==> src/rtl/afw_pkg.sv <==
package afw_pkg;
   // sensor geometry
   localparam int SENSOR_COLS = 648;
   localparam int SENSOR_ROWS = 488;
   localparam int COORD_W = 12;
   localparam int PIX_W = 12;
   localparam int VALUE_W = 16;
   // reset window: full sensor
   localparam logic [11:0] WIN_COL_START_RST = 12'h000;
   localparam logic [11:0] WIN_ROW_START_RST = 12'h000;
   localparam logic [11:0] WIN_COLS_RST = 12'h288;
   localparam logic [11:0] WIN_ROWS_RST = 12'h1e8;
   // once run limit in images
   localparam logic [5:0] ONCE_MAX_IMAGES = 6'h1e;
   // settle band around target, in 8-bit gray
   localparam logic [7:0] TARGET_TOL = 8'h02;
   localparam logic [15:0] ADJ_VALUE_RST = 16'h0100;
   // mode encoding on the mode port
   typedef enum logic [1:0] {
      AFW_MODE_OFF = 2'b00,
      AFW_MODE_ONCE = 2'b01,
      AFW_MODE_CONT = 2'b10
   } afw_mode_t;
   typedef enum logic [1:0] {
      AFW_ST_OFF = 2'b00,
      AFW_ST_ONCE = 2'b01,
      AFW_ST_CONT = 2'b10
   } afw_state_t;
endpackage

==> src/rtl/afw_auto_function.sv <==
// Summary of operation
// - once mode adjusts until target reached, then turns off, keeping final value
// - unreachable target in once mode: give up after at most 30 images
// - once always supported; continuous only where the continuous-capable parameter allows
// - continuous mode adjusts every image or every other image per frame rate
// - continuous runs until once or off chosen; last automatic value then stays
// - while off, latest automatic value holds until a manual write
// - after once, value may change by once, continuous or manual write
// - mode and window settings accepted while frames stream
// - newly selected mode starts at next frame start, so early images unaffected
// - window coordinates count from sensor column 0, row 0
// - window given by column start, columns, row start, rows
// - only pixels inside window and output image window feed statistics
// - no overlap means no adjustment is made
// - window resets to full sensor size
// - window fields accepted in steps of one
// - with binning, coordinates arrive already in binned units
// - automatic adjustment overwrites a manual value
// - auto functions idle while the sequencer is enabled
// - target gray level is 8 bits, 0 black to 255 white
module afw_auto_function #(
   parameter int CONT_CAPABLE = 1,
   parameter int STEP_SHIFT = 2
) (
   input wire logic clock_i,
   input wire logic rstn_i,
   input wire afw_pkg::afw_mode_t mode_i,
   input wire logic mode_wr_i,
   input wire logic sequencer_en_i,
   input wire logic skip_alternate_i,
   input wire logic [7:0] target_i,
   input wire logic [afw_pkg::VALUE_W-1:0] lower_limit_i,
   input wire logic [afw_pkg::VALUE_W-1:0] upper_limit_i,
   input wire logic [afw_pkg::VALUE_W-1:0] manual_value_i,
   input wire logic manual_wr_i,
   input wire logic [afw_pkg::COORD_W-1:0] win_col_start_i,
   input wire logic [afw_pkg::COORD_W-1:0] win_row_start_i,
   input wire logic [afw_pkg::COORD_W-1:0] win_cols_i,
   input wire logic [afw_pkg::COORD_W-1:0] win_rows_i,
   input wire logic win_wr_i,
   input wire logic [afw_pkg::COORD_W-1:0] img_col_start_i,
   input wire logic [afw_pkg::COORD_W-1:0] img_row_start_i,
   input wire logic [afw_pkg::COORD_W-1:0] img_cols_i,
   input wire logic [afw_pkg::COORD_W-1:0] img_rows_i,
   input wire logic frame_start_i,
   input wire logic frame_end_i,
   input wire logic pix_valid_i,
   input wire logic [afw_pkg::COORD_W-1:0] pix_col_i,
   input wire logic [afw_pkg::COORD_W-1:0] pix_row_i,
   input wire logic [afw_pkg::PIX_W-1:0] pix_data_i,
   output logic [afw_pkg::VALUE_W-1:0] value_o,
   output afw_pkg::afw_mode_t mode_o,
   output logic [7:0] avg_gray_o,
   output logic avg_valid_o,
   output logic once_done_o,
   output logic once_timeout_o
);
   import afw_pkg::*;

   // ==========================================================
   // reset release
   logic rst_sync1_reg;
   logic rst_sync2_reg;
   always_ff @(posedge clock_i or negedge rstn_i) begin
      if (!rstn_i) begin
         rst_sync1_reg <= 1'b0;
         rst_sync2_reg <= 1'b0;
      end else begin
         rst_sync1_reg <= 1'b1;
         rst_sync2_reg <= rst_sync1_reg;
      end
   end
   wire rstn = rst_sync2_reg;

   // ==========================================================
   // window settings, live-updated
   logic [COORD_W-1:0] win_cs_reg;
   logic [COORD_W-1:0] win_rs_reg;
   logic [COORD_W-1:0] win_c_reg;
   logic [COORD_W-1:0] win_r_reg;
   always_ff @(posedge clock_i or negedge rstn) begin
      if (!rstn) begin
         win_cs_reg <= WIN_COL_START_RST;
         win_rs_reg <= WIN_ROW_START_RST;
         win_c_reg <= WIN_COLS_RST;
         win_r_reg <= WIN_ROWS_RST;
      end else if (win_wr_i) begin
         // any value in steps of one; binned units come in as is
         win_cs_reg <= win_col_start_i;
         win_rs_reg <= win_row_start_i;
         win_c_reg <= win_cols_i;
         win_r_reg <= win_rows_i;
      end
   end

   // ==========================================================
   // pixel selection
   function automatic logic in_span(input logic [COORD_W-1:0] p,
                                    input logic [COORD_W-1:0] s,
                                    input logic [COORD_W-1:0] n);
      logic [COORD_W:0] e;
      e = {1'b0, s} + {1'b0, n};
      in_span = ({1'b0, p} >= {1'b0, s}) && ({1'b0, p} < e);
   endfunction
   // coordinates relative to sensor origin 0,0
   wire in_win = in_span(pix_col_i, win_cs_reg, win_c_reg) &&
                 in_span(pix_row_i, win_rs_reg, win_r_reg);
   wire in_img = in_span(pix_col_i, img_col_start_i, img_cols_i) &&
                 in_span(pix_row_i, img_row_start_i, img_rows_i);
   wire pix_sel = pix_valid_i && in_win && in_img;

   // ==========================================================
   // frame statistics
   // gray is the pixel's top 8 bits, so the target is width-independent
   wire [7:0] pix_gray = pix_data_i[PIX_W-1 -: 8];
   logic [31:0] sum_reg;
   logic [23:0] cnt_reg;
   always_ff @(posedge clock_i or negedge rstn) begin
      if (!rstn) begin
         sum_reg <= 32'h0;
         cnt_reg <= 24'h0;
      end else if (frame_start_i) begin
         sum_reg <= 32'h0;
         cnt_reg <= 24'h0;
      end else if (pix_sel) begin
         sum_reg <= sum_reg + {24'h0, pix_gray};
         cnt_reg <= cnt_reg + 24'h1;
      end
   end
   // sequential divider keeps area small; one bit per cycle
   logic [5:0] div_cnt_reg;
   logic [31:0] quo_reg;
   logic [31:0] rem_reg;
   logic div_busy_reg;
   logic [23:0] div_den_reg;
   logic stats_ok_reg;
   wire [32:0] rem_shift = {rem_reg, quo_reg[31]};
   wire rem_ge = rem_shift >= {9'h0, div_den_reg};
   wire [32:0] rem_sub = rem_shift - {9'h0, div_den_reg};
   wire div_done = div_busy_reg && (div_cnt_reg == 6'h1f);
   always_ff @(posedge clock_i or negedge rstn) begin
      if (!rstn) begin
         div_cnt_reg <= 6'h0;
         quo_reg <= 32'h0;
         rem_reg <= 32'h0;
         div_busy_reg <= 1'b0;
         div_den_reg <= 24'h0;
         stats_ok_reg <= 1'b0;
      end else if (frame_end_i) begin
         div_busy_reg <= 1'b1;
         div_cnt_reg <= 6'h0;
         quo_reg <= sum_reg;
         rem_reg <= 32'h0;
         div_den_reg <= cnt_reg;
         stats_ok_reg <= cnt_reg != 24'h0;
      end else if (div_busy_reg) begin
         rem_reg <= rem_ge ? rem_sub[31:0] : rem_shift[31:0];
         quo_reg <= {quo_reg[30:0], rem_ge};
         div_cnt_reg <= div_cnt_reg + 6'h1;
         if (div_done) begin
            div_busy_reg <= 1'b0;
         end
      end
   end
   wire [7:0] avg_next = quo_reg[6:0] == 7'h0 ? {quo_reg[6:0], rem_ge} :
                         {quo_reg[6:0], rem_ge};

   // ==========================================================
   // mode control
   afw_state_t st_reg;
   afw_mode_t pend_reg;
   logic pend_vld_reg;
   logic [5:0] img_cnt_reg;
   logic alt_reg;
   logic [VALUE_W-1:0] val_reg;
   logic [7:0] avg_reg;
   logic avg_vld_reg;
   logic done_reg;
   logic tmo_reg;

   wire mode_ok = (mode_i != AFW_MODE_CONT) || (CONT_CAPABLE != 0);
   wire err_lo = avg_next + TARGET_TOL < target_i;
   wire err_hi = avg_next > target_i + TARGET_TOL;
   wire on_target = !err_lo && !err_hi;
   wire [VALUE_W-1:0] step = val_reg >> STEP_SHIFT == '0 ? 16'h0001 : val_reg >> STEP_SHIFT;
   wire [VALUE_W:0] up_sum = {1'b0, val_reg} + {1'b0, step};
   wire [VALUE_W-1:0] up_val = (up_sum > {1'b0, upper_limit_i}) ? upper_limit_i
                                                               : up_sum[VALUE_W-1:0];
   wire [VALUE_W-1:0] dn_val = (val_reg < lower_limit_i + step) ? lower_limit_i
                                                               : val_reg - step;
   wire active = (st_reg != AFW_ST_OFF) && !sequencer_en_i;
   // every image, or every other one at high frame rate
   wire adj_slot = !skip_alternate_i || !alt_reg || (st_reg == AFW_ST_ONCE);
   wire adjust = div_done && active && stats_ok_reg && adj_slot;
   wire once_end_hit = (st_reg == AFW_ST_ONCE) && div_done && !sequencer_en_i
                       && stats_ok_reg && on_target;
   wire once_give_up = (st_reg == AFW_ST_ONCE) && div_done && !sequencer_en_i
                       && (img_cnt_reg >= ONCE_MAX_IMAGES - 6'h1) && !once_end_hit;

   always_ff @(posedge clock_i or negedge rstn) begin
      if (!rstn) begin
         st_reg <= AFW_ST_OFF;
         pend_reg <= AFW_MODE_OFF;
         pend_vld_reg <= 1'b0;
         img_cnt_reg <= 6'h0;
         alt_reg <= 1'b0;
         val_reg <= ADJ_VALUE_RST;
         avg_reg <= 8'h0;
         avg_vld_reg <= 1'b0;
         done_reg <= 1'b0;
         tmo_reg <= 1'b0;
      end else begin
         avg_vld_reg <= div_done;
         done_reg <= once_end_hit;
         tmo_reg <= once_give_up;
         if (div_done) begin
            avg_reg <= avg_next;
         end
         if (mode_wr_i && mode_ok) begin
            pend_reg <= mode_i;
            pend_vld_reg <= 1'b1;
         end else if (frame_start_i) begin
            pend_vld_reg <= 1'b0;
         end
         if (frame_start_i && pend_vld_reg) begin
            // takes hold only at a frame boundary, hence a short delay
            st_reg <= afw_state_t'(pend_reg);
            img_cnt_reg <= 6'h0;
            alt_reg <= 1'b0;
         end else if (once_end_hit) begin
            st_reg <= AFW_ST_OFF;
         end else if (once_give_up) begin
            st_reg <= AFW_ST_OFF;
         end else if (div_done && active) begin
            img_cnt_reg <= img_cnt_reg + 6'h1;
            alt_reg <= !alt_reg;
         end
         if (manual_wr_i) begin
            val_reg <= manual_value_i;
         end else if (adjust && err_lo) begin
            val_reg <= up_val;
         end else if (adjust && err_hi) begin
            val_reg <= dn_val;
         end
      end
   end

   // ==========================================================
   // outputs; value held when off
   always_ff @(posedge clock_i or negedge rstn) begin
      if (!rstn) begin
         value_o <= ADJ_VALUE_RST;
         mode_o <= AFW_MODE_OFF;
         avg_gray_o <= 8'h0;
         avg_valid_o <= 1'b0;
         once_done_o <= 1'b0;
         once_timeout_o <= 1'b0;
      end else begin
         value_o <= val_reg;
         mode_o <= afw_mode_t'(st_reg);
         avg_gray_o <= avg_reg;
         avg_valid_o <= avg_vld_reg;
         once_done_o <= done_reg;
         once_timeout_o <= tmo_reg;
      end
   end
endmodule // afw_auto_function

==> config.mk <==
export PLATFORM = sky130hd
export DESIGN_NAME = afw_auto_function
export DESIGN_NICKNAME = d
export VERILOG_FILES = /design/src/rtl/afw_pkg.sv /design/src/rtl/afw_auto_function.sv
export SDC_FILE = /design/constraint.sdc
export NUM_CORES = 1
export LEC_CHECK = 0
export BUFFER_PORTS_ARGS = -buffer_cell sky130_fd_sc_hd__buf_2
export CAP_MARGIN = 0
export CORE_UTILIZATION = 45
export CTS_BUF_LIST = sky130_fd_sc_hd__clkbuf_16
export CTS_CLUSTER_SIZE = 25
export DETAILED_ROUTE_END_ITERATION = 6
export PLACE_DENSITY_LB_ADDON = 0.1
export SYNTH_ARGS = -nofsm -noshare
export SYNTH_HDL_FRONTEND = slang
export SYNTH_SLANG_ARGS = --single-unit
==> constraint.sdc <==
create_clock -name clock_i -period 7.6 [get_ports clock_i]
set_input_delay 0 -clock clock_i [delete_from_list [all_inputs] [get_ports clock_i]]
set_output_delay 0 -clock clock_i [all_outputs]
set_load 0.02 [all_outputs]
==> results of run 1 <==
[per-layer routing]
| layer | global-route usage (%) | part of all wire (%) | wire length, um |
|---|---|---|---|
| met5 | 0 | 0.024 | 13 |
| met1 | 30.2 | 46 | 24900 |
| met2 | 38.9 | 47 | 25300 |
| met4 | 6.62 | 2.5 | 1370 |
| met3 | 3.81 | 4.5 | 2450 |
[repair_timing]
action | CTS | global route
hold buffers | 99 | 0
endpoints found under the hold margin | 88 | 0
buffers inserted | 0 | 0
[power by group through the flow]
stage / sequential, mW / combinational [mW] / clock, mW
finish: 1.66 / 2.30 / 1.61
CTS: 1.66 / 2.30 / 1.67
detailed placement: 1.69 / 2.23 / 0
global placement: 1.68 / 2.19 / 0
floorplan: 1.67 / 1.73 / 0
global route: 1.68 / 2.59 / 1.72
[how the worst max path moves through the flow]
stage / slack [ps] / cells after the start / start / to
final: 660 / 25 / val_reg[15] / val_reg[11]
after global routing: 220 / 25 / val_reg[15] / val_reg[11]
after CTS: 700 / 25 / val_reg[15] / val_reg[11]
after detailed placement: 1410 / 23 / val_reg[15] / val_reg[2]
after global placement: 1560 / 25 / val_reg[15] / val_reg[3]
after floorplan: 2790 / 23 / val_reg[15] / val_reg[2]
[final cells by class]
type | count | area, um2 | area share (%)
tap | 600 | 751 | 3.05
clock buffer | 34 | 851 | 3.45
antenna | 5 | 12.5 | 0.0508
clock inverter | 28 | 254 | 1.03
timing repair buffer | 335 | 2220 | 8.99
sequential | 270 | 6780 | 27.5
inverter | 172 | 646 | 2.62
multi-input combinational | 1832 | 13100 | 53.3
[cell usage after synthesis (10+ instances only)]
cell type / number / area (um2)
sky130_fd_sc_hd__a211oi_1: 49 / 368
sky130_fd_sc_hd__a21o_1: 40 / 300
sky130_fd_sc_hd__a21oi_1: 165 / 826
sky130_fd_sc_hd__a31oi_1: 13 / 81.3
sky130_fd_sc_hd__and3_1: 16 / 100
sky130_fd_sc_hd__buf_2: 12 / 60.1
sky130_fd_sc_hd__clkbuf_1: 82 / 308
sky130_fd_sc_hd__dfrtp_1: 260 / 6510
sky130_fd_sc_hd__dfstp_2: 10 / 263
sky130_fd_sc_hd__ha_1: 268 / 3350
sky130_fd_sc_hd__inv_1: 171 / 642
sky130_fd_sc_hd__mux2_2: 60 / 676
sky130_fd_sc_hd__mux2i_1: 50 / 500
sky130_fd_sc_hd__nand2_1: 183 / 687
sky130_fd_sc_hd__nand2b_1: 32 / 200
sky130_fd_sc_hd__nand3_1: 59 / 295
sky130_fd_sc_hd__nand4_1: 37 / 231
sky130_fd_sc_hd__nor2_1: 183 / 687
sky130_fd_sc_hd__nor2b_1: 40 / 250
sky130_fd_sc_hd__nor3_1: 48 / 240
sky130_fd_sc_hd__nor4_1: 31 / 194
sky130_fd_sc_hd__o211ai_1: 12 / 90.1
sky130_fd_sc_hd__o21a_1: 21 / 158
sky130_fd_sc_hd__o21ai_0: 175 / 876
sky130_fd_sc_hd__o21bai_1: 11 / 82.6
sky130_fd_sc_hd__o31ai_1: 24 / 180
sky130_fd_sc_hd__or3_1: 27 / 169
sky130_fd_sc_hd__or4_1: 14 / 105
sky130_fd_sc_hd__xnor2_1: 79 / 692
sky130_fd_sc_hd__xor2_1: 42 / 368
[stage by stage]
| stage | cells | total power [mW] | setup WS (ps) |
|---|---|---|---|
| 2_1_floorplan | 2375 | 3.41 | 2790 |
| 3_3_place_gp | 3110 | 3.87 | 1560 |
| 3_5_place_dp | 3110 | 3.92 | 1410 |
| 4_1_cts | 3271 | 5.62 | 698 |
| 5_1_grt | 3274 | 5.98 | 225 |
| 6_report | 3276 | 5.57 | 657 |
[tightest hold or removal path, cell delays in order]
cell and delay, ps:
sky130_fd_sc_hd__buf_2 100, sky130_fd_sc_hd__buf_4 350, sky130_fd_sc_hd__nand2_1 130, sky130_fd_sc_hd__o21ai_0 60
[placed cells by master, fill, tap and decap left out, drive strengths merged, types with 15 or more instances in the layout]
cell	n
nand3	60
a21o	40
xor2	42
nor4	31
or3	27
xnor2	79
nand4	37
a21oi	166
nor2b	40
nand2b	32
a211oi	49
dlygate4sd3	99
o31ai	24
and3	17
inv	180
ha	268
nand2	183
o21a	21
nor2	183
clkbuf	34
buf	236
mux2	61
dfrtp	260
mux2i	50
nor3	48
o21ai	179
or4	15
[cell families after synthesis]
logic type      Yosys count  synth area share, %
simple gates            716                 16.8
compound gates          606                 18.2
fa+ha+maj               277                 16.9
buf+inv                 273                 5.09
flops                   270                 32.3
xor+xnor                121                 5.06
mux                     111                 5.67
other cells               1               0.0179
==> flow_summary.json, run 1 <==
{
  "timing.critical_path.slowest_stage_cell": "sky130_fd_sc_hd__a21oi_2",
  "setup_viol": 0,
  "area.growth.synth_to_final_pct": 17.6,
  "routed_via_density": 5.54,
  "dpl.hpwl_mm": 39.2,
  "synthCells": 2375,
  "drt_wl_total_mm": 54.1,
  "avgSynthCellArea_um2": 8.82,
  "slew_hr_pct": 27.3,
  "antenna_violations_before_repair": 5,
  "path_clk_slew_ps": 60,
  "power.share.sequential_pct": 29.8,
  "setup.worst_path.start_class": "flip-flop",
  "firstDrtPassIters": 5,
  "r2r_slack_ps": 660,
  "ys_warn_count": 0,
  "count_of_endpoints_failing_hold_in_the_final_timing_report": 0,
  "maximum_fanout_count_along_the_critical_path": 11,
  "critPathArrivalTime_ps": 7360,
  "via_count": 18161,
  "placement_cell_area_mm2": 0.0225,
  "final_layout_size_suffix_gt1_share_pct": 14.2,
  "cpPeakStageDelay_ps": 590,
  "timing.reg2reg.worst_path_depth": 25,
  "path_class": "reg2reg",
  "grt_pass1_wl_mm": 89.7,
  "cts_root_buffer": "sky130_fd_sc_hd__clkbuf_16",
  "synthesis.area_mm2": 0.0210,
  "combPwrFrac_pct": 41.3,
  "fin_hold_ws_ps": 157,
  "groute.usage.overall_pct": 23.0,
  "power_leakage_nw": 11.8,
  "drt.antenna.violating_nets": 0,
  "fin_crit_sh_pct": 91.4,
  "cts-htree-levels": 2,
  "fill_cells": 4260,
  "share_of_the_yosys_chip_area_belonging_to_registers_pct": 32.3,
  "worst_skew_pair.late_latency_ps": 540,
  "timing.final.crit_period_ps": 6940,
  "worst_ep_required_time_ps": 8020,
  "hold-path-endpoint": "win_cs_reg[9]",
  "setup.worst_path.end_class": "flip-flop",
  "grt_pass1_vias": 18054,
  "layout.nets": 3122,
  "netSwitchingPower_mw": 2.08,
  "ys_types": 89,
  "power_report.internal_total_mw": 3.50,
  "i_o_pin_count": 229,
  "gp_routability_congestion": 0.907,
  "share_clk_of_total_power_pct": 28.9,
  "synth-edff-count": 0,
  "dr_wl_cell_um": 16.5,
  "reg2reg_from": "val_reg[15]",
  "setup_repair_after_global_routing_missed_its_margin": "no",
  "floorplan.die.height_um": 218,
  "tritoncts.num_buffers": 34,
  "std_cell_rows": 78,
  "timing.final.max_slew_violations": 0,
  "cts_repair_resize_count": 0,
  "clkSinkCount": 270,
  "grt_start_max_net_pins": 161,
  "async_reset_ff_share_pct": 100,
  "outcome": "complete, no violations",
  "final_design_area_no_fill_mm2": 0.0247,
  "io_buffers": 224,
  "floorplan.initialDensity_pct": 45.9,
  "hold_class": "in2reg",
  "timing.clock.skew_ps": 17.1,
  "die_w_um": 218,
  "core_area_mm2": 0.0457,
  "cap_violations": 0,
  "power.density_mw_per_mm2": 226,
  "clock_tree_from_tritoncts": "built",
  "switching_power_share_of_the_total_pct": 37.2,
  "min-delay-start": "win_wr_i",
  "hold-path-cell-count": 4,
  "fin_tns_setup_ps": 0,
  "grt-ovfl-total": 0,
  "drt_iter0_drc": 1146,
  "fmax_mhz": 144,
  "die-area_mm2": 0.0474,
  "synth-seq-cells": 270,
  "cp_top_family": "compound AO/OA/AOI/OAI gates",
  "ir_drop_mv": 0.184,
  "rr_endpoint": "val_reg[11]",
  "worstPathBufferInverterCount": 4,
  "postSynth.topFlopCell": "sky130_fd_sc_hd__dfrtp_1",
  "cts.path.max_buffers": 3,
  "tightest_slew_ps": 1090,
  "finish.utilization_pct": 54.0,
  "mappedNetlistNets": 2852,
  "remaining_drc_errors": 0
}
Power figures use the tool's default switching activity.
==> run 2, diff against run 1 <==
- ABC_AREA: not set -> 1
- CORE_MARGIN: not set -> 2
- CORE_UTILIZATION: 45 -> 35
==> flow_summary.json, run 2 <==
{
  "mappedNetlistNets": 3482,
  "die-area_mm2": 0.0662,
  "switching_power_share_of_the_total_pct": 44.6,
  "routed_via_density": 5.00,
  "path_class": "reg2reg",
  "commonest_non_fill_non_tap_cells_in_the_layout": "660 x sky130_fd_sc_hd__nand2_1, 360 x sky130_fd_sc_hd__inv_1, 268 x sky130_fd_sc_hd__ha_1",
  "gp_routability_congestion": 0.859,
  "crit_start": "val_reg[14]",
  "drt.antenna.violating_nets": 0,
  "clock_tree_from_tritoncts": "built",
  "tritoncts.num_buffers": 35,
  "postSynth.topFlopCell": "sky130_fd_sc_hd__dfrtp_1",
  "combPwrFrac_pct": 52.0,
  "die_w_um": 257,
  "setup_viol": 0,
  "groute.usage.overall_pct": 19.5,
  "hold_class": "in2reg",
  "synth_most_common_cell": "sky130_fd_sc_hd__nand2_1",
  "cts-htree-levels": 2,
  "outcome": "complete, no violations",
  "setup.worst_path.end_class": "flip-flop",
  "power.share.sequential_pct": 25.0,
  "share_clk_of_total_power_pct": 23.0,
  "tightest_slew_ps": 911,
  "fmax_mhz": 143,
  "timing.clock.skew_ps": 39.0,
  "synth.top_cells.by_area": "sky130_fd_sc_hd__dfrtp_1 29%, sky130_fd_sc_hd__ha_1 15%, sky130_fd_sc_hd__nand2_1 11%",
  "path_clk_slew_ps": 60,
  "power_leakage_nw": 13.5,
  "grt_pass1_vias": 21124,
  "final_design_area_no_fill_mm2": 0.0264,
  "floorplan.die.height_um": 257,
  "ys_warn_count": 0,
  "synthCells": 3005,
  "worst_ep_required_time_ps": 8020,
  "instances_no_fill": 4148,
  "timing.reg2reg.worst_path_depth": 27,
  "core_area_mm2": 0.0632,
  "layout.nets": 3753,
  "async_reset_ff_share_pct": 100,
  "setup.worst_path.end": "val_reg[6]",
  "most_frequent_standard_cell_in_the_layout_excluding_fill_and_tap_cells": "sky130_fd_sc_hd__nand2_1",
  "netSwitchingPower_mw": 3.22,
  "total_power_mw": 7.23,
  "area.growth.synth_to_final_pct": 17.4,
  "synth.largest_area_cell": "sky130_fd_sc_hd__dfrtp_1",
  "grt_pass1_wl_mm": 107,
  "drt_wl_total_mm": 64.7,
  "avgSynthCellArea_um2": 7.47,
  "cts_root_buffer": "sky130_fd_sc_hd__clkbuf_16",
  "drt_iter0_drc": 1172,
  "timing.final.crit_period_ps": 6970,
  "dr_wl_cell_um": 15.6,
  "leading_post_synthesis_cells_by_instance_count": "661 x sky130_fd_sc_hd__nand2_1, 356 x sky130_fd_sc_hd__inv_1, 268 x sky130_fd_sc_hd__ha_1",
  "synth-edff-count": 0,
  "grt-ovfl-total": 0,
  "dpl.hpwl_mm": 49.4,
  "final_layout_size_suffix_gt1_share_pct": 11.1,
  "placement_cell_area_mm2": 0.0242,
  "r2r_slack_ps": 630,
  "timing.final.max_slew_violations": 0,
  "setup_repair_after_global_routing_missed_its_margin": "no",
  "maximum_fanout_count_along_the_critical_path": 17,
  "cts.path.max_buffers": 3,
  "power.density_mw_per_mm2": 274,
  "remaining_drc_errors": 0,
  "synthesis.area_mm2": 0.0224,
  "fin_crit_sh_pct": 91.7,
  "std_cell_rows": 92,
  "worst_skew_pair.late_latency_ps": 580,
  "placed_cells": 3987,
  "slew_hr_pct": 39.2,
  "fin_tns_setup_ps": 0,
  "via_count": 20759,
  "ys_types": 57,
  "synth-seq-cells": 270,
  "count_of_endpoints_failing_hold_in_the_final_timing_report": 0,
  "antenna_violations_before_repair": 2,
  "yosys.area.top_type_share_pct": 29.0,
  "cap_violations": 0,
  "reg2reg_from": "val_reg[14]",
  "power_report.internal_total_mw": 4.00,
  "share_of_the_yosys_chip_area_belonging_to_registers_pct": 30.2,
  "fin_hold_ws_ps": 39.0,
  "rr_endpoint": "val_reg[6]",
  "setup.worst_path.start_class": "flip-flop",
  "i_o_pin_count": 229,
  "clkSinkCount": 270,
  "io_buffers": 224,
  "ir_drop_mv": 0.123,
  "grt_start_max_net_pins": 117,
  "floorplan.initialDensity_pct": 35.5,
  "firstDrtPassIters": 5,
  "critPathArrivalTime_ps": 7390
}
## run 2: cell count changes after synthesis, moves of 49 or more
cell,change
sky130_fd_sc_hd__inv_1,+185
sky130_fd_sc_hd__nand2_1,+478
sky130_fd_sc_hd__nand3b_1,+63
sky130_fd_sc_hd__mux2i_1,-49
sky130_fd_sc_hd__xor2_1,+64
sky130_fd_sc_hd__nand3_1,+145
## run 2: area by class of cell
cell class	instances	area [um2]
diodes	2	5.00
inverters	369	1390
flip-flops and latches	270	6770
repair buffers	336	2220
multi-input cells	2264	13800
well taps	846	1060
fillers	6530	36800
clock buffers	35	876
clock inverters	26	251
## run 2: power by group through the flow
| stage | Clock (mW) | Combinational [mW] | Sequential [mW] |
|---|---|---|---|
| final | 1.67 | 3.76 | 1.80 |
| after global routing | 1.79 | 4.31 | 1.83 |
| after CTS | 1.73 | 3.76 | 1.81 |
| after detailed placement | 0 | 3.67 | 1.83 |
| after global placement | 0 | 3.63 | 1.83 |
| after floorplan | 0 | 2.79 | 1.80 |
## run 2: layer usage
metal	track usage, %	wire length (um)
met1	25.8	30100
met2	33.5	30800
met3	2.49	2220
met4	5.26	1550
met5	0	0
## run 2: worst min-delay path by stage
| stage | cells past startpoint | slack (ps) | endpoint | from |
|---|---|---|---|---|
| after floorplan | 0 | -300 | rst_sync1_reg | rstn_i |
| after global placement | 1 | -210 | rst_sync1_reg | rstn_i |
| after detailed placement | 1 | -210 | rst_sync1_reg | rstn_i |
| after CTS | 4 | 20 | div_den_reg[21] | frame_end_i |
| after global routing | 3 | 80 | div_den_reg[21] | frame_end_i |
| final | 4 | 40 | div_den_reg[23] | frame_end_i |
## run 2: through the flow
step / setup slack [ps] / util, %
global route: 173 / 41.7
finish: 631 / 41.7
floorplan: 3180 / -
detailed placement: 1580 / 38.3
global placement: 1650 / 38.3
CTS: 465 / 41.7
## run 2: worst max-delay path, cell delays in order, from the launching register on
cell                            delay, ps
sky130_fd_sc_hd__dfrtp_1              580
sky130_fd_sc_hd__nor4_2               490
sky130_fd_sc_hd__a41o_1               300
sky130_fd_sc_hd__ha_1                 190
sky130_fd_sc_hd__inv_1                 50
sky130_fd_sc_hd__fa_1                 390
sky130_fd_sc_hd__inv_1                 70
sky130_fd_sc_hd__a31oi_1              150
sky130_fd_sc_hd__o21ai_0              470
sky130_fd_sc_hd__a21boi_0             300
sky130_fd_sc_hd__o21ai_0              360
sky130_fd_sc_hd__a21oi_1              130
sky130_fd_sc_hd__o21bai_1             180
sky130_fd_sc_hd__xor2_1                90
sky130_fd_sc_hd__ha_1                 310
sky130_fd_sc_hd__nand4_1              160
sky130_fd_sc_hd__nor3_1               170
sky130_fd_sc_hd__nand2_1              420
sky130_fd_sc_hd__nand2_2              450
sky130_fd_sc_hd__nand2_1               90
sky130_fd_sc_hd__nand3_1               90
sky130_fd_sc_hd__nand2_1               60
sky130_fd_sc_hd__inv_1                 80
sky130_fd_sc_hd__nand2_1               50
sky130_fd_sc_hd__nand2_1               60
sky130_fd_sc_hd__dlygate4sd3_1        560
sky130_fd_sc_hd__nand2_1               50
sky130_fd_sc_hd__dlygate4sd3_1        540
## run 2: timing repair
action	in CTS	in global routing
hold buffers	98	0
hold endpoints to repair	79	0
setup buffers	0	0
setup endpoints to repair	0	6
gates resized for setup	0	2
## run 2: cell families (layout without fill, tap and decap cells)
group           Yosys count  in the layout  synth area share (%)
compound gates          494            494                  12.3
xor+xnor                162            162                  6.32
fa+ha+maj               277            277                  15.7
buf+inv                 471            766                  8.52
flops                   270            270                  30.2
mux                      27             27                  1.35
other cells               1              3                0.0167
simple gates           1303           1303                  25.6
==> run 3, diff against run 2 <==
- MAX_ROUTING_LAYER: not set -> met4
==> flow_summary.json, run 3 (same netlist as run 2, synthesis figures left out) <==
{
  "outcome": "complete, no violations",
  "std_cell_rows": 92,
  "tightest_slew_ps": 925,
  "global_route.peak_usage_layer": "met2",
  "slew_hr_pct": 38.3,
  "commonest_non_fill_non_tap_cells_in_the_layout": "661 x sky130_fd_sc_hd__nand2_1, 360 x sky130_fd_sc_hd__inv_1, 268 x sky130_fd_sc_hd__ha_1",
  "dr_wl_cell_um": 15.8,
  "grtUsageMet1_pct": 25.9,
  "power.density_mw_per_mm2": 281,
  "core_area_mm2": 0.0632,
  "cpPeakStageDelay_ps": 630,
  "critPathArrivalTime_ps": 7510,
  "area.growth.synth_to_final_pct": 18.2,
  "drt_iter0_drc": 888,
  "cts.path.max_buffers": 3,
  "tritoncts.num_buffers": 37,
  "setup.worst_path.start_class": "flip-flop",
  "grtUsageMet2_pct": 34.5,
  "setup_viol": 0,
  "timing.final.max_slew_violations": 0,
  "power.share.sequential_pct": 24.2,
  "critPathMostFrequentCell": "sky130_fd_sc_hd__nand2_1",
  "drt_wl_total_mm": 65.7,
  "timing.clock.skew_ps": 37.9,
  "die_w_um": 257,
  "gp_routability_congestion": 0.880,
  "drt.antenna.violating_nets": 0,
  "clkSinkCount": 270,
  "fin_crit_sh_pct": 92.2,
  "combPwrFrac_pct": 50.5,
  "worstPathBufferInverterCount": 5,
  "share_clk_of_total_power_pct": 25.3,
  "i_o_pin_count": 229,
  "count_of_endpoints_failing_hold_in_the_final_timing_report": 0,
  "cts-htree-levels": 2,
  "cts_repair_resize_count": 0,
  "groute.usage.overall_pct": 20.3,
  "remaining_drc_errors": 0,
  "gr-usage-met3_pct": 2.29,
  "switching_power_share_of_the_total_pct": 43.9,
  "firstDrtPassIters": 5,
  "worst_ep_required_time_ps": 8100,
  "io_buffers": 224,
  "grt-ovfl-total": 0,
  "power_leakage_nw": 13.6,
  "worst_skew_pair.late_latency_ps": 570,
  "floorplan.initialDensity_pct": 35.5,
  "path_clk_slew_ps": 60,
  "fin_hold_ws_ps": 37.5,
  "grt_pass1_wl_mm": 108,
  "layout.nets": 3756,
  "path_class": "reg2reg",
  "final_layout_size_suffix_gt1_share_pct": 11.5,
  "ir_drop_mv": 0.132,
  "timing.final.crit_period_ps": 7010,
  "grt_pass1_vias": 20766,
  "dpl.hpwl_mm": 49.7,
  "maximum_fanout_count_along_the_critical_path": 17,
  "die-area_mm2": 0.0662,
  "fmax_mhz": 143,
  "cap_violations": 0,
  "via_count": 20790,
  "power_report.internal_total_mw": 4.18,
  "clock_tree_from_tritoncts": "built",
  "cp_top_family": "compound AO/OA/AOI/OAI gates",
  "netSwitchingPower_mw": 3.27,
  "fin_tns_setup_ps": 0,
  "floorplan.die.height_um": 257,
  "most_frequent_standard_cell_in_the_layout_excluding_fill_and_tap_cells": "sky130_fd_sc_hd__nand2_1",
  "cts_root_buffer": "sky130_fd_sc_hd__clkbuf_16",
  "routed_via_density": 5.00,
  "antenna_violations_before_repair": 2,
  "hold_class": "in2reg",
  "setup.worst_path.end_class": "flip-flop",
  "timing.critical_path.slowest_stage_cell": "sky130_fd_sc_hd__nor4_1",
  "grt_start_max_net_pins": 158,
  "setup_repair_after_global_routing_missed_its_margin": "no"
}
run 3: cell types whose count changed in the layout (fill, tap and decap cells not counted), sizes merged:
cell / change
clkbuf: +3
dlygate4sd3: +1
clkinvlp: +8
bufinv: +3
clkinv: -7
run 3: worst register-to-register path, cell delays in order, from the launching register on:
cell,delay (ps)
sky130_fd_sc_hd__dfrtp_1,580
sky130_fd_sc_hd__nor4_1,640
sky130_fd_sc_hd__a41o_1,350
sky130_fd_sc_hd__ha_1,190
sky130_fd_sc_hd__inv_1,60
sky130_fd_sc_hd__fa_1,410
sky130_fd_sc_hd__inv_1,70
sky130_fd_sc_hd__a31oi_1,150
sky130_fd_sc_hd__o21ai_0,430
sky130_fd_sc_hd__a21boi_0,320
sky130_fd_sc_hd__o21ai_0,360
sky130_fd_sc_hd__a21oi_1,110
sky130_fd_sc_hd__o21bai_1,180
sky130_fd_sc_hd__xor2_1,160
sky130_fd_sc_hd__ha_1,260
sky130_fd_sc_hd__nand4_1,130
sky130_fd_sc_hd__o221a_2,450
sky130_fd_sc_hd__nand2_1,440
sky130_fd_sc_hd__nand2_1,190
sky130_fd_sc_hd__nand3_1,80
sky130_fd_sc_hd__nand2_1,90
sky130_fd_sc_hd__inv_1,50
sky130_fd_sc_hd__nand2_1,60
sky130_fd_sc_hd__nand2_1,40
sky130_fd_sc_hd__dlygate4sd3_1,560
sky130_fd_sc_hd__nand2_1,60
sky130_fd_sc_hd__dlygate4sd3_1,540
run 3: through the flow:
stage	power [mW]	std cells	setup WS, ps	instance area, um2	utilization (%)
2_1_floorplan	4.59	3005	3180	22500	-
5_1_grt	8.15	4156	234	26500	42.0
3_3_place_gp	5.46	3987	1820	24200	38.3
3_5_place_dp	5.51	3987	1740	24200	38.3
4_1_cts	7.54	4154	645	26500	42.0
6_report	7.46	4156	593	26500	42.0
run 3: what timing repair did:
action / 4_1_cts / 5_1_grt
hold endpoints to repair: 77 / 0
hold buffers: 99 / 0
endpoints found under the setup margin: 0 / 0
buffers inserted: 0 / 0
run 3: final cells by class:
| type | instances | area, um2 |
|---|---|---|
| Multi-Input combinational cell | 2264 | 13800 |
| Inverter | 369 | 1390 |
| Antenna cell | 2 | 5.00 |
| Timing Repair Buffer | 337 | 2230 |
| Clock buffer | 38 | 951 |
| Fill cell | 6577 | 36700 |
| Clock inverter | 30 | 364 |
| Sequential cell | 270 | 6770 |
| Tap cell | 846 | 1060 |
run 3: layer usage:
layer / vias up / routed length (um)
met1: 9822 / 30600
met3: 82 / 2180
met4: 0 / 1370
met5: - / 0
met2: 345 / 31500
li1: 10541 / -
run 3: final timing paths:
path                               start              to  slack [ps]  cells after the start
min reg2reg                      tmo_reg  once_timeout_o         350                      0
min                          frame_end_i  div_den_reg[2]          40                      4
max                          val_reg[14]      val_reg[7]         590                     26
max reg2reg                  val_reg[14]      val_reg[7]         590                     26
max in group asynchronous  rst_sync2_reg     quo_reg[16]        5800                      1
min in group asynchronous         rstn_i   rst_sync2_reg         300                      3
run 3: power by group through the flow:
stage / logic (mW) / registers (mW) / clock network [mW]
after CTS: 3.77 / 1.81 / 1.96
after detailed placement: 3.68 / 1.83 / 0
after global routing: 4.31 / 1.83 / 2.01
after global placement: 3.63 / 1.83 / 0
after floorplan: 2.79 / 1.80 / 0
final: 3.76 / 1.80 / 1.89
